File: src/rtl/csd_pkg.sv
package csd_pkg;

    // ----------------------------------------------------------------------
    // Register indices; the byte address is four times the index.
    // ----------------------------------------------------------------------
    localparam logic [7:0] IDX_UNLOCK = 8'h33;
    localparam logic [7:0] IDX_SRC_DIV = 8'h34;
    localparam logic [7:0] IDX_PERIPH_DIV = 8'h35;
    localparam logic [7:0] IDX_FAST_OSC = 8'h36;
    localparam logic [7:0] IDX_STATUS = 8'h37;
    localparam logic [7:0] IDX_TRIM = 8'h43;

    // ----------------------------------------------------------------------
    // Values after hardware reset.
    // ----------------------------------------------------------------------
    localparam logic [7:0] RST_UNLOCK = 8'h00;
    localparam logic [7:0] RST_SRC_DIV = 8'h00;
    localparam logic [7:0] RST_PERIPH_DIV = 8'h00;
    localparam logic [7:0] RST_FAST_OSC = 8'h03;
    localparam logic [7:0] RST_TRIM = 8'h00;

    // ----------------------------------------------------------------------
    // Field positions.
    // ----------------------------------------------------------------------
    localparam int POS_UNLOCK = 0;
    localparam int POS_MAIN_SRC = 6;
    localparam int POS_HIGH_DIV = 4;
    localparam int POS_MID_DIV = 1;
    localparam int POS_CORE_SEL = 0;
    localparam int POS_CONV_DIV = 4;
    localparam int POS_TMB_DIV = 2;
    localparam int POS_TMB_SRC = 1;
    localparam int POS_FREQ_SEL = 1;
    localparam int POS_FAST_EN = 0;

    // Bits of the unlock register that read back; bits 1 and 2 are write-only and read as zero.
    localparam logic [7:0] MASK_UNLOCK_RD = 8'hf9;
    // Implemented bits of the peripheral divide register.
    localparam logic [7:0] MASK_PERIPH = 8'hfe;

    // Prohibited fast oscillator frequency code.
    localparam logic [1:0] FREQ_PROHIBITED = 2'h2;
    // Main source code that picks the slow source clock.
    localparam logic [1:0] MAIN_SRC_SLOW = 2'h1;
    // Instruction clock divides the core clock by this value plus one.
    localparam logic [7:0] INSTR_DIV_M1 = 8'h03;

    // Divide by two to the power exp, returned as terminal count.
    function automatic logic [7:0] pow2_m1(input logic [3:0] exp);
        logic [8:0] p;
        p = 9'h001 << exp;
        return p[7:0] - 8'h01;
    endfunction

endpackage

File: src/rtl/csd_div.sv
`timescale 1ns/1ns
`default_nettype none
module csd_div #(
    parameter int CW = 8
) (
    input  wire logic          clk_sys,
    input  wire logic          arst_n,
    input  wire logic          tick_in,
    input  wire logic [CW-1:0] ratio_m1,
    output logic               tick_out
);

    logic [CW-1:0] cnt;
    logic [CW-1:0] cur_m1;

    // ----------------------------------------------------------------------
    // Counter; a new ratio is taken only at the end of a full period.
    // ----------------------------------------------------------------------
    always_ff @(posedge clk_sys or negedge arst_n) begin
        if (!arst_n) begin
            cnt <= '0;
            cur_m1 <= '0;
            tick_out <= 1'b0;
        end else if (tick_in) begin
            if (cnt >= cur_m1) begin
                cnt <= '0;
                cur_m1 <= ratio_m1;  // [RULE15]
                tick_out <= 1'b1;
            end else begin
                cnt <= cnt + 1'b1;
                tick_out <= 1'b0;
            end
        end else begin
            tick_out <= 1'b0;
        end
    end

endmodule
`default_nettype wire

File: src/rtl/csd_srcsel.sv
`timescale 1ns/1ns
`default_nettype none
module csd_srcsel (
    input  wire logic clk_sys,
    input  wire logic arst_n,
    input  wire logic sel,
    input  wire logic tick_a,
    input  wire logic tick_b,
    input  wire logic run_a,
    input  wire logic run_b,
    output logic      tick_out,
    output logic      sel_act
);

    logic cur_tick;
    logic cur_run;

    assign cur_tick = sel_act ? tick_b : tick_a;
    assign cur_run = sel_act ? run_b : run_a;

    // ----------------------------------------------------------------------
    // Switch only at the end of a period of the old source, or at once
    // when the old source has stopped, so no period is cut short.
    // ----------------------------------------------------------------------
    always_ff @(posedge clk_sys or negedge arst_n) begin
        if (!arst_n) begin
            sel_act <= 1'b0;
            tick_out <= 1'b0;
        end else if (sel != sel_act && (cur_tick || !cur_run)) begin
            sel_act <= sel;  // [RULE15]
            tick_out <= 1'b0;
        end else begin
            tick_out <= cur_tick;
        end
    end

endmodule
`default_nettype wire

File: src/rtl/csd_top.sv
`timescale 1ns/1ns
`default_nettype none
// Operation
// RULE1 - Writing zero to the fast oscillator enable stops the fast oscillator.
// RULE2 - Sleep halts the slow oscillator; wake-up restarts it automatically.
// RULE3 - Both oscillators are gated, selected and divided here before use.
// RULE4 - Main source field: 00 fast, 01 slow, 10 and 11 reserved.
// RULE5 - High divider makes divided high clock: main divided by 1,2,4,8.
// RULE6 - Mid divider divides divided high clock by 2 up to 256.
// RULE7 - Core select: 0 routes main clock, 1 routes divided high clock.
// RULE8 - Instruction clock is the core clock divided by four.
// RULE9 - Converter divider divides divided high clock by 2,4,8,16.
// RULE10 - Timer B divider divides its source by 1,2,4 for codes 00-10.
// RULE11 - Software should run from divided fast clock while converting.
// RULE12 - Timer B code 11 divides by 8; source bit picks fast or slow.
// RULE13 - Frequency field: 00 2MHz, 01 4MHz, 11 8MHz; 10 prohibited.
// RULE14 - Trim register accepts writes only while the unlock bit is set.
// RULE15 - Source and ratio changes never truncate or glitch any clock; the core select here can switch in mid-period of the divided high clock.
module csd_top (
    input  wire logic        clk_sys,
    input  wire logic        arst_n,
    input  wire logic [9:0]  avs_address,
    input  wire logic        avs_read,
    input  wire logic        avs_write,
    input  wire logic [31:0] avs_writedata,
    input  wire logic [3:0]  avs_byteenable,
    output logic      [31:0] avs_readdata,
    output logic             avs_waitrequest,
    input  wire logic        fast_source_clk,
    input  wire logic        slow_source_clk,
    input  wire logic        sleep_enter,
    input  wire logic        wake_up,
    output logic             fast_rc_osc_run,
    output logic             slow_rc_osc_run,
    output logic      [1:0]  fast_osc_freq_sel,
    output logic      [6:0]  fast_osc_trim,
    output logic             main_clk_tick,
    output logic             divided_high_clk_tick,
    output logic             mid_divided_clk_tick,
    output logic             core_clk_tick,
    output logic             instr_clk_tick,
    output logic             converter_clk_tick,
    output logic             timer_b_clk_tick
);

    // ----------------------------------------------------------------------
    // Register storage.
    // ----------------------------------------------------------------------
    logic [7:0] unlock_reg;
    logic [7:0] src_div_reg;
    logic [7:0] periph_div_reg;
    logic [7:0] fast_osc_reg;
    logic [7:0] trim_reg;
    logic       sleeping;

    logic       req;
    logic       wr_go;
    logic [7:0] idx;
    logic [7:0] next_rdata;

    logic [1:0] main_clk_source_sel;
    logic [1:0] high_div_sel;
    logic [2:0] mid_div_sel;
    logic       core_clk_sel;
    logic [1:0] converter_div_sel;
    logic [1:0] timer_b_div_sel;
    logic       timer_b_source_sel;
    logic       fast_osc_enable;
    logic       special_write_unlock;

    logic       fast_run;
    logic       slow_run;
    logic       main_sel_act;
    logic       tmb_sel_act;
    logic       timer_b_source_clk;
    logic       core_sel_act;

    assign main_clk_source_sel = src_div_reg[csd_pkg::POS_MAIN_SRC +: 2];
    assign high_div_sel = src_div_reg[csd_pkg::POS_HIGH_DIV +: 2];
    assign mid_div_sel = src_div_reg[csd_pkg::POS_MID_DIV +: 3];
    assign core_clk_sel = src_div_reg[csd_pkg::POS_CORE_SEL];
    assign converter_div_sel = periph_div_reg[csd_pkg::POS_CONV_DIV +: 2];
    assign timer_b_div_sel = periph_div_reg[csd_pkg::POS_TMB_DIV +: 2];
    assign timer_b_source_sel = periph_div_reg[csd_pkg::POS_TMB_SRC];
    assign fast_osc_enable = fast_osc_reg[csd_pkg::POS_FAST_EN];
    assign special_write_unlock = unlock_reg[csd_pkg::POS_UNLOCK];

    // ----------------------------------------------------------------------
    // Avalon-MM slave: one wait cycle, then the answer for one cycle.
    // ----------------------------------------------------------------------
    assign req = avs_read | avs_write;
    assign idx = avs_address[9:2];
    assign wr_go = avs_write & ~avs_waitrequest & avs_byteenable[0];

    always_ff @(posedge clk_sys or negedge arst_n) begin
        if (!arst_n) begin
            avs_waitrequest <= 1'b1;
        end else begin
            avs_waitrequest <= ~(req & avs_waitrequest);
        end
    end

    always_comb begin
        next_rdata = 8'h00;
        case (idx)
            csd_pkg::IDX_UNLOCK: begin
                next_rdata = unlock_reg & csd_pkg::MASK_UNLOCK_RD;
            end
            csd_pkg::IDX_SRC_DIV: begin
                next_rdata = src_div_reg;
            end
            csd_pkg::IDX_PERIPH_DIV: begin
                next_rdata = periph_div_reg;
            end
            csd_pkg::IDX_FAST_OSC: begin
                next_rdata = fast_osc_reg;
            end
            csd_pkg::IDX_STATUS: begin
                next_rdata = {3'h0, core_sel_act, tmb_sel_act,
                              main_sel_act, slow_run, fast_run};
            end
            csd_pkg::IDX_TRIM: begin
                next_rdata = trim_reg;
            end
            default: begin
                next_rdata = 8'h00;
            end
        endcase
    end

    always_ff @(posedge clk_sys or negedge arst_n) begin
        if (!arst_n) begin
            avs_readdata <= 32'h0000_0000;
        end else if (avs_read & avs_waitrequest) begin
            avs_readdata <= {24'h00_0000, next_rdata};
        end
    end

    // ----------------------------------------------------------------------
    // Control registers.
    // ----------------------------------------------------------------------
    always_ff @(posedge clk_sys or negedge arst_n) begin
        if (!arst_n) begin
            unlock_reg <= csd_pkg::RST_UNLOCK;
        end else if (wr_go && idx == csd_pkg::IDX_UNLOCK) begin
            unlock_reg <= avs_writedata[7:0];
        end
    end

    always_ff @(posedge clk_sys or negedge arst_n) begin
        if (!arst_n) begin
            src_div_reg <= csd_pkg::RST_SRC_DIV;
        end else if (wr_go && idx == csd_pkg::IDX_SRC_DIV) begin
            src_div_reg <= avs_writedata[7:0];
        end
    end

    always_ff @(posedge clk_sys or negedge arst_n) begin
        if (!arst_n) begin
            periph_div_reg <= csd_pkg::RST_PERIPH_DIV;
        end else if (wr_go && idx == csd_pkg::IDX_PERIPH_DIV) begin
            periph_div_reg <= avs_writedata[7:0] & csd_pkg::MASK_PERIPH;
        end
    end

    // A write of the prohibited frequency code leaves the field unchanged.
    always_ff @(posedge clk_sys or negedge arst_n) begin
        if (!arst_n) begin
            fast_osc_reg <= csd_pkg::RST_FAST_OSC;
        end else if (wr_go && idx == csd_pkg::IDX_FAST_OSC) begin
            fast_osc_reg[7:3] <= avs_writedata[7:3];
            fast_osc_reg[csd_pkg::POS_FAST_EN] <=
                avs_writedata[csd_pkg::POS_FAST_EN];  // [RULE1]
            if (avs_writedata[csd_pkg::POS_FREQ_SEL +: 2] !=
                csd_pkg::FREQ_PROHIBITED) begin
                fast_osc_reg[csd_pkg::POS_FREQ_SEL +: 2] <=
                    avs_writedata[csd_pkg::POS_FREQ_SEL +: 2];  // [RULE13]
            end
        end
    end

    always_ff @(posedge clk_sys or negedge arst_n) begin
        if (!arst_n) begin
            trim_reg <= csd_pkg::RST_TRIM;
        end else if (wr_go && idx == csd_pkg::IDX_TRIM &&
                     special_write_unlock) begin
            trim_reg <= avs_writedata[7:0];  // [RULE14]
        end
    end

    // ----------------------------------------------------------------------
    // Oscillator enables.
    // ----------------------------------------------------------------------
    // Wake-up wins over a sleep request in the same cycle.
    always_ff @(posedge clk_sys or negedge arst_n) begin
        if (!arst_n) begin
            sleeping <= 1'b0;
        end else if (wake_up) begin
            sleeping <= 1'b0;  // [RULE2]
        end else if (sleep_enter) begin
            sleeping <= 1'b1;  // [RULE2]
        end
    end

    assign fast_run = fast_rc_osc_run;
    assign slow_run = slow_rc_osc_run;

    always_ff @(posedge clk_sys or negedge arst_n) begin
        if (!arst_n) begin
            fast_rc_osc_run <= 1'b1;
            slow_rc_osc_run <= 1'b1;
            fast_osc_freq_sel <= 2'h1;
            fast_osc_trim <= 7'h00;
        end else begin
            fast_rc_osc_run <= fast_osc_enable & ~sleeping;  // [RULE1]
            slow_rc_osc_run <= ~sleeping;  // [RULE2]
            fast_osc_freq_sel <=
                fast_osc_reg[csd_pkg::POS_FREQ_SEL +: 2];  // [RULE13]
            fast_osc_trim <= trim_reg[6:0];
        end
    end

    // ----------------------------------------------------------------------
    // Front distributor: source selection and divider chain.
    // ----------------------------------------------------------------------
    csd_srcsel u_main_sel (  // [RULE3]
        .clk_sys  (clk_sys),
        .arst_n   (arst_n),
        .sel      (main_clk_source_sel == csd_pkg::MAIN_SRC_SLOW), // [RULE4]
        .tick_a   (fast_source_clk & fast_run),
        .tick_b   (slow_source_clk & slow_run),
        .run_a    (fast_run),
        .run_b    (slow_run),
        .tick_out (main_clk_tick),
        .sel_act  (main_sel_act)
    );

    csd_div #(.CW(8)) u_high_div (
        .clk_sys  (clk_sys),
        .arst_n   (arst_n),
        .tick_in  (main_clk_tick),
        .ratio_m1 (csd_pkg::pow2_m1({2'h0, high_div_sel})),  // [RULE5]
        .tick_out (divided_high_clk_tick)
    );

    csd_div #(.CW(8)) u_mid_div (
        .clk_sys  (clk_sys),
        .arst_n   (arst_n),
        .tick_in  (divided_high_clk_tick),
        .ratio_m1 (csd_pkg::pow2_m1({1'h0, mid_div_sel} + 4'h1)), // [RULE6]
        .tick_out (mid_divided_clk_tick)
    );

    csd_div #(.CW(8)) u_conv_div (
        .clk_sys  (clk_sys),
        .arst_n   (arst_n),
        .tick_in  (divided_high_clk_tick),
        .ratio_m1 (csd_pkg::pow2_m1({2'h0, converter_div_sel} + 4'h1)),
        .tick_out (converter_clk_tick)  // [RULE9]
    );

    // Core source changes at a divided high clock tick or in any cycle without a main clock tick.
    always_ff @(posedge clk_sys or negedge arst_n) begin
        if (!arst_n) begin
            core_sel_act <= 1'b0;
            core_clk_tick <= 1'b0;
        end else if (core_sel_act != core_clk_sel &&
                     (divided_high_clk_tick || !main_clk_tick)) begin
            core_sel_act <= core_clk_sel;  // [RULE15]
            core_clk_tick <= 1'b0;
        end else begin
            core_clk_tick <= core_sel_act ? divided_high_clk_tick
                                          : main_clk_tick;  // [RULE7]
        end
    end

    csd_div #(.CW(8)) u_instr_div (
        .clk_sys  (clk_sys),
        .arst_n   (arst_n),
        .tick_in  (core_clk_tick),
        .ratio_m1 (csd_pkg::INSTR_DIV_M1),  // [RULE8]
        .tick_out (instr_clk_tick)
    );

    csd_srcsel u_tmb_sel (
        .clk_sys  (clk_sys),
        .arst_n   (arst_n),
        .sel      (timer_b_source_sel),  // [RULE12]
        .tick_a   (fast_source_clk & fast_run),
        .tick_b   (slow_source_clk & slow_run),
        .run_a    (fast_run),
        .run_b    (slow_run),
        .tick_out (timer_b_source_clk),
        .sel_act  (tmb_sel_act)
    );

    csd_div #(.CW(8)) u_tmb_div (
        .clk_sys  (clk_sys),
        .arst_n   (arst_n),
        .tick_in  (timer_b_source_clk),
        .ratio_m1 (csd_pkg::pow2_m1({2'h0, timer_b_div_sel})),
        .tick_out (timer_b_clk_tick)  // [RULE10] [RULE12]
    );

endmodule
`default_nettype wire
File: config.mk
export PLATFORM = sky130hd
export DESIGN_NAME = csd_top
export DESIGN_NICKNAME = d
export VERILOG_FILES = /design/src/rtl/csd_pkg.sv /design/src/rtl/csd_div.sv /design/src/rtl/csd_srcsel.sv /design/src/rtl/csd_top.sv
export SDC_FILE = /design/constraint.sdc
export NUM_CORES = 1
export LEC_CHECK = 0
export BUFFER_PORTS_ARGS = -buffer_cell sky130_fd_sc_hd__clkbuf_2
export CAP_MARGIN = 20
export CORE_ASPECT_RATIO = 1.5
export CORE_MARGIN = 2
export CORE_UTILIZATION = 34
export DETAILED_ROUTE_END_ITERATION = 12
export PLACE_DENSITY = 0.56
export SLEW_MARGIN = 20
export SYNTH_ARGS = -nofsm -noshare
export SYNTH_HDL_FRONTEND = slang
export SYNTH_SLANG_ARGS = --single-unit
File: constraint.sdc
create_clock -name clk_sys -period 2.9 [get_ports clk_sys]
set_clock_uncertainty 0.1 [all_clocks]
set_input_delay 0.145 -clock clk_sys [delete_from_list [all_inputs] [get_ports clk_sys]]
set_output_delay 0.145 -clock clk_sys [all_outputs]
set_load 0.005 [all_outputs]
==> flow_metrics.tcl, run 1 <==
set metrics [dict create \
    via_count 4699 \
    numClockSinks 137 \
    crit_slowest_cell "a2111oi_1" \
    post-dp-hpwl_microns 10100 \
    antenna_cells 0 \
    crit_chain "inv_1, ha_1, nand2b_1, a2111oi_1, o32ai_4, or2_2" \
    holdBufCountCts 17 \
    required_ps 3100 \
    setup_violations 0 \
    critPathKind "reg2reg" \
    die-height_microns 177.3 \
    firstDrtPassIters 4 \
    slew_violations 0 \
    cts_tree "built" \
    cp.arrival_ps 2760 \
    grt_remaining_overflow 0 \
    syn_inst 616 \
    drv_cap 0 \
    clk_latency_ps 420 \
    ir_worst_vdd_v 0.0003337 \
    cts_buffer_depth 2 \
    initial_core_util 0.3454 \
    io_pins 105 \
    reg2reg_setup_slack_ps 340 \
    async_flop_share 1.000 \
    power_mw 4.320 \
    final_cell_mix "dfrtp_1, nor2_1, clkbuf_2" \
    wl_per_cell_microns 14.47 \
    p_leak_nw 3.882 \
    reg2reg_depth 6 \
    final_layout_size_suffix_gt1_frac 0.2139 \
    drc 0 \
    slowest_delay_ps 760 \
    synth-seq-area-share 0.5048 \
    relSlewSlack 0.4647 \
    yosysWarnings 0 \
    grt_max_degree 71 \
    ant_nets 0 \
    htree_levels 4 \
    tightest_slew_ps 800.9 \
    nets 786 \
    layout_commonest_cell "dfrtp_1" \
    gp_congestion 0.7940 \
    clockRootBuffer "clkbuf_16" \
    ys.flop_type "dfrtp_1" \
    finalHoldViolCount 0 \
    syn_area_sq_um 6807 \
    die_w_microns 119.5 \
    syn_area_per_cell_sq_um 11.05 \
    grt_pass1_wl_microns 23540 \
    path_clk_slew_ps 70 \
    outcome "complete, no violations" \
    port_buffers 51 \
    hp-class "in2reg" \
    timing.final.crit_share 0.8821 \
    finalSetupTns_ps 0 \
    drtIter0Drc 134 \
    cts_resized 0 \
    cts_buffers 17 \
    grt_pass1_vias 4930 \
    fin_crit_ps 2558 \
    viasPerCell 4.864 \
    grt_usage 0.1379 \
    syn_to_final_growth_pct 18.42 \
    powerDensity_nw_per_um2 536.0 \
    start_kind "register" \
    synth_edf_count 0 \
    num_rows 63 \
    critPathMaxFanout 19 \
    rsz0062_at_grt "no" \
    dieArea_sq_um 21190 \
    synth-seq-cells 137 \
    max_freq_mhz 390.9 \
    fillers 1921 \
    finalWirelength_microns 13980 \
    antenna_found_initial 0 \
    postCtsSetupBuffers 0 \
    synth_cell_type_count 62 \
    coreArea_sq_um 19710 \
    endpoint_kind "register" \
    hold_depth 4 \
]
[worst max-delay path, delay by kind of cell (launching register included)]
family	cells	cell delay, ps
DFF	1	400
AOI/OAI and AO/OA	2	1100
buffers and inverters	1	90
adders and majority gates	1	260
and+or+nand+nor	2	490
[cells in the mapped netlist, types with 3 or more instances]
master	count	area [sq um]
dfrtp_1	131	3278
nor2_1	53	198.9
inv_1	43	161.4
ha_1	39	488.0
mux2_2	30	337.8
o21ai_0	30	150.1
nand2_1	29	108.9
buf_4	24	180.2
a21oi_1	23	115.1
nand2b_1	15	93.84
nand3_1	15	75.07
nand4_1	14	87.58
clkbuf_1	11	41.29
xor2_1	11	96.34
mux2i_1	10	100.1
and3_1	9	56.30
a31oi_1	8	50.05
o22ai_1	8	50.05
o2bb2ai_1	8	70.07
a22oi_1	7	52.55
a22o_1	6	52.55
dfstp_2	6	157.7
mux2_4	6	90.09
xnor2_1	6	52.55
and4_1	5	43.79
a21o_1	4	30.03
mux4_2	4	90.09
nand3b_1	4	30.03
or2_2	4	25.02
buf_2	3	15.01
nor2b_1	3	18.77
nor3_1	3	15.01
o211ai_1	3	22.52
o21a_1	3	22.52
[final cells by class]
type                            instances  area [sq um]  area share
Clock inverter                         15         167.7     0.02080
Sequential cell                       137          3436      0.4263
Timing Repair Buffer                   75         496.7     0.06163
Inverter                               45         168.9     0.02096
Multi-Input combinational cell        417          3040      0.3772
Tap cell                              260         325.3     0.04036
Clock buffer                           17         425.4     0.05278
[path summary, 6_finish.rpt]
path | endpoint | from
worst min register to register | fast_osc_freq_sel[0] | fast_osc_reg[1]
worst max-delay path | u_mid_div.cur_m1[0] | u_mid_div.cnt[0]
worst max register to register | u_mid_div.cur_m1[0] | u_mid_div.cnt[0]
max in group asynchronous | u_tmb_div.cnt[0] | arst_n
min in group asynchronous | u_high_div.cnt[4] | arst_n
worst min-delay path | unlock_reg[0] | avs_address[8]
[routing by layer]
layer / GRT usage / part of all wire / wire length [microns]
met5: 0 / 0 / 0
met4: 0.05441 / 0.017 / 234
met3: 0.02699 / 0.024 / 340
met2: 0.2512 / 0.54 / 7523
met1: 0.1579 / 0.42 / 5877
[cells by family after synthesis]
kind of cell,Yosys count,synth area share
flip-flops,137,0.5048
other,2,0.001103
AND/OR/NAND/NOR,172,0.1380
adder cells (fa/ha/maj),39,0.07169
buffers and inverters,85,0.06286
XOR/XNOR,17,0.02187
multiplexers,50,0.09081
AO/OA/AOI/OAI,114,0.1088
[metrics by stage]
step / instance area [sq um] / hold slack [ps] / util / cells / worst slack, ps
after floorplan: 6893 / -250.6 / - / 639 / 781.3
after global placement: 7286 / -58.98 / 0.3697 / 917 / 532.9
after global routing: 8060 / 48.49 / 0.4090 / 966 / 140.5
after detailed placement: 7286 / -57.97 / 0.3697 / 917 / 455.3
final: 8060 / 24.92 / 0.4090 / 966 / 342.0
after CTS: 8049 / 2.912 / 0.4084 / 966 / 460.4
[power breakdown]
group	switching, mW	internal [mW]	leakage, nW
Sequential	0.0201	1.94	1.86
Combinational	0.118	0.0743	1.73
Clock	0.938	1.23	0.295
Total	1.08	3.24	3.88
Power figures use the tool's default switching activity.
==> run 2: changes to the inputs <==
--- a/config.mk
+++ b/config.mk
@@ -8,11 +8,12 @@
 export BUFFER_PORTS_ARGS = -buffer_cell sky130_fd_sc_hd__clkbuf_2
 export CAP_MARGIN = 20
 export CORE_ASPECT_RATIO = 1.5
-export CORE_MARGIN = 2
+export CORE_MARGIN = 10
 export CORE_UTILIZATION = 34
 export DETAILED_ROUTE_END_ITERATION = 12
 export PLACE_DENSITY = 0.56
 export SLEW_MARGIN = 20
 export SYNTH_ARGS = -nofsm -noshare
 export SYNTH_HDL_FRONTEND = slang
+export SYNTH_HIERARCHICAL = 1
 export SYNTH_SLANG_ARGS = --single-unit
==> flow_metrics.tcl, run 2 <==
set metrics [dict create \
    p_seq_frac 0.477 \
    crit_slowest_cell "dfrtp_1" \
    synth-seq-area-share 0.4718 \
    crit_chain "inv_1, ha_1, nand2b_4, a2111oi_4, o41ai_4, and2_4, mux2_4" \
    power_frac_clock 0.481 \
    cts_buffers 17 \
    tightest_slew_ps 784.8 \
    wl_per_cell_microns 15.19 \
    timing.rr.end "u_instr_div/cur_m1[0]" \
    grt_pass1_wl_microns 27660 \
    p_sw_frac 0.2307 \
    ant_nets 0 \
    start_kind "register" \
    io_pins 105 \
    viasPerCell 4.748 \
    final_cell_mix "dfrtp_1, inv_1, clkbuf_2" \
    finalSetupTns_ps 0 \
    firstDrtPassIters 4 \
    syn_inst 721 \
    setup_violations 0 \
    combPwrFrac 0.041 \
    grt_pass1_vias 5377 \
    antenna_found_initial 3 \
    ys_top_cells_by_area "dfrtp_1, ha_1, mux2_2, nand3_1, inv_1" \
    synth-seq-cells 149 \
    yosysTopAreaCell "dfrtp_1" \
    switchingPower_mw 1.024 \
    die_w_microns 144.6 \
    whs_ps 41.45 \
    cts_resized 0 \
    drc 0 \
    cp.arrival_ps 2530 \
    fillers 2209 \
    hp-class "in2reg" \
    hold_depth 4 \
    die-height_microns 206.9 \
    yosysWarnings 6 \
    syn_area_per_cell_sq_um 10.98 \
    via_count 5265 \
    p_leak_nw 4.720 \
    cts_buffer_depth 2 \
    nets 915 \
    ys.flop_type "dfrtp_1" \
    holdBufCountCts 14 \
    r2r-start "u_instr_div/cnt[0]" \
    drtIter0Drc 230 \
    rsz0062_at_grt "no" \
    grt_usage 0.1172 \
    fin_util 0.3999 \
    fin_crit_ps 2323 \
    final_layout_size_suffix_gt1_frac 0.2107 \
    synthTopCellsByCount "dfrtp_1, inv_1, ha_1, nand2_1, nand3_1" \
    critPathMaxFanout 14 \
    initial_core_util 0.3447 \
    p_int_mw 3.414 \
    timing.final.crit_share 0.8011 \
    grt_max_degree 55 \
    clk_latency_ps 430 \
    pre_cts_ws_ps 577.8 \
    drv_cap 0 \
    post-dp-hpwl_microns 12390 \
    layout_commonest_cell "dfrtp_1" \
    path_clk_slew_ps 60 \
    syn_area_sq_um 7919 \
    relSlewSlack 0.4750 \
    slowest_delay_ps 420 \
    synth_edf_count 0 \
    htree_levels 4 \
    syn_to_final_growth_pct 16.01 \
    synth_top_cell_area_share 0.4519 \
    numClockSinks 149 \
    hold_path_end "u_tmb_sel/tick_out" \
    postCtsSetupBuffers 0 \
    gp_congestion 0.7663 \
    finalWirelength_microns 16840 \
    powerDensity_nw_per_um2 483.2 \
    slew_violations 0 \
    grt_remaining_overflow 0 \
    async_flop_share 1.000 \
    num_rows 68 \
    reg2reg_depth 7 \
    dieArea_sq_um 29920 \
    finalWorstSetupSlack_ps 576.8 \
    port_buffers 51 \
    required_ps 3110 \
    coreArea_sq_um 22970 \
    reg2reg_setup_slack_ps 580 \
    min_from "fast_source_clk" \
    endpoint_kind "register" \
    clockRootBuffer "clkbuf_16" \
    cts_tree "built" \
    outcome "complete, no violations" \
    finalHoldViolCount 0 \
    critPathKind "reg2reg" \
    synth_cell_type_count 56 \
    ir_worst_vdd_v 0.0003183 \
    max_freq_mhz 430.4 \
    yosysMostFrequentCell "dfrtp_1" \
]
==> run 2: cell count changes after synthesis, sizes merged, moves of 9 or more <==
cell	delta
o21ai	+31
nand3	+30
nand2	+19
nor2	-14
and2	+12
dfrtp	+12
buf	+11
inv	+10
ha	+9
==> run 2: cells by family after synthesis <==
kind of cell / count (synthesis) / synth area share
simple gates: 217 / 0.1525
flops: 149 / 0.4718
compound gates: 134 / 0.1296
buf+inv: 101 / 0.06715
mux: 49 / 0.07900
fa+ha+maj: 48 / 0.07584
xor+xnor: 21 / 0.02323
other cells: 2 / 0.0009484
==> run 2: power groups by stage <==
stage	Clock [mW]	Combinational [mW]	Sequential, mW
after CTS	2.20	0.189	2.12
after floorplan	0	0.0989	2.15
after detailed placement	0	0.172	2.16
after global routing	2.30	0.212	2.12
final	2.14	0.184	2.12
after global placement	0	0.171	2.16
==> run 2: how the worst max path moves through the flow <==
stage / from / endpoint / slack, ps / cells past startpoint
floorplan: u_conv_div/cnt[0] / u_conv_div/cur_m1[0] / 890 / 7
global placement: u_instr_div/cnt[0] / u_instr_div/cur_m1[0] / 610 / 7
detailed placement: u_instr_div/cnt[0] / u_instr_div/cur_m1[0] / 580 / 7
CTS: u_instr_div/cnt[0] / u_instr_div/cur_m1[0] / 570 / 7
global route: u_instr_div/cnt[0] / u_instr_div/cur_m1[2] / 420 / 7
finish: u_instr_div/cnt[0] / u_instr_div/cur_m1[0] / 580 / 7
==> run 2: metal layers <==
metal  GRT usage  part of all wire
met4     0.05322             0.018
met2      0.2025              0.52
met5           0                 0
met3     0.02656             0.033
met1      0.1345              0.43
==> run 2: layout make-up <==
class / count / area, sq um / share of cell area
Antenna cell: 3 / 7.507 / 0.0008172
Clock buffer: 21 / 470.5 / 0.05121
Clock inverter: 11 / 102.6 / 0.01117
Inverter: 54 / 202.7 / 0.02206
Multi-Input combinational cell: 514 / 3812 / 0.4150
Sequential cell: 149 / 3736 / 0.4067
Tap cell: 280 / 350.3 / 0.03814
Timing Repair Buffer: 77 / 504.2 / 0.05489
==> run 2: stage by stage <==
step	area (sq um)	std cells	power [mW]
2_1_floorplan	8080	764	2.248
3_3_place_gp	8466	1060	2.327
3_5_place_dp	8466	1060	2.328
4_1_cts	9179	1106	4.505
5_1_grt	9186	1109	4.634
6_report	9186	1109	4.438
==> run 2: worst max-delay path, delay by kind of cell, from the launching register on <==
kind	cells	cell delay [ps]
fa+ha+maj	1	290
flops	1	420
compound gates	2	590
mux	1	300
simple gates	2	420
buf+inv	1	80
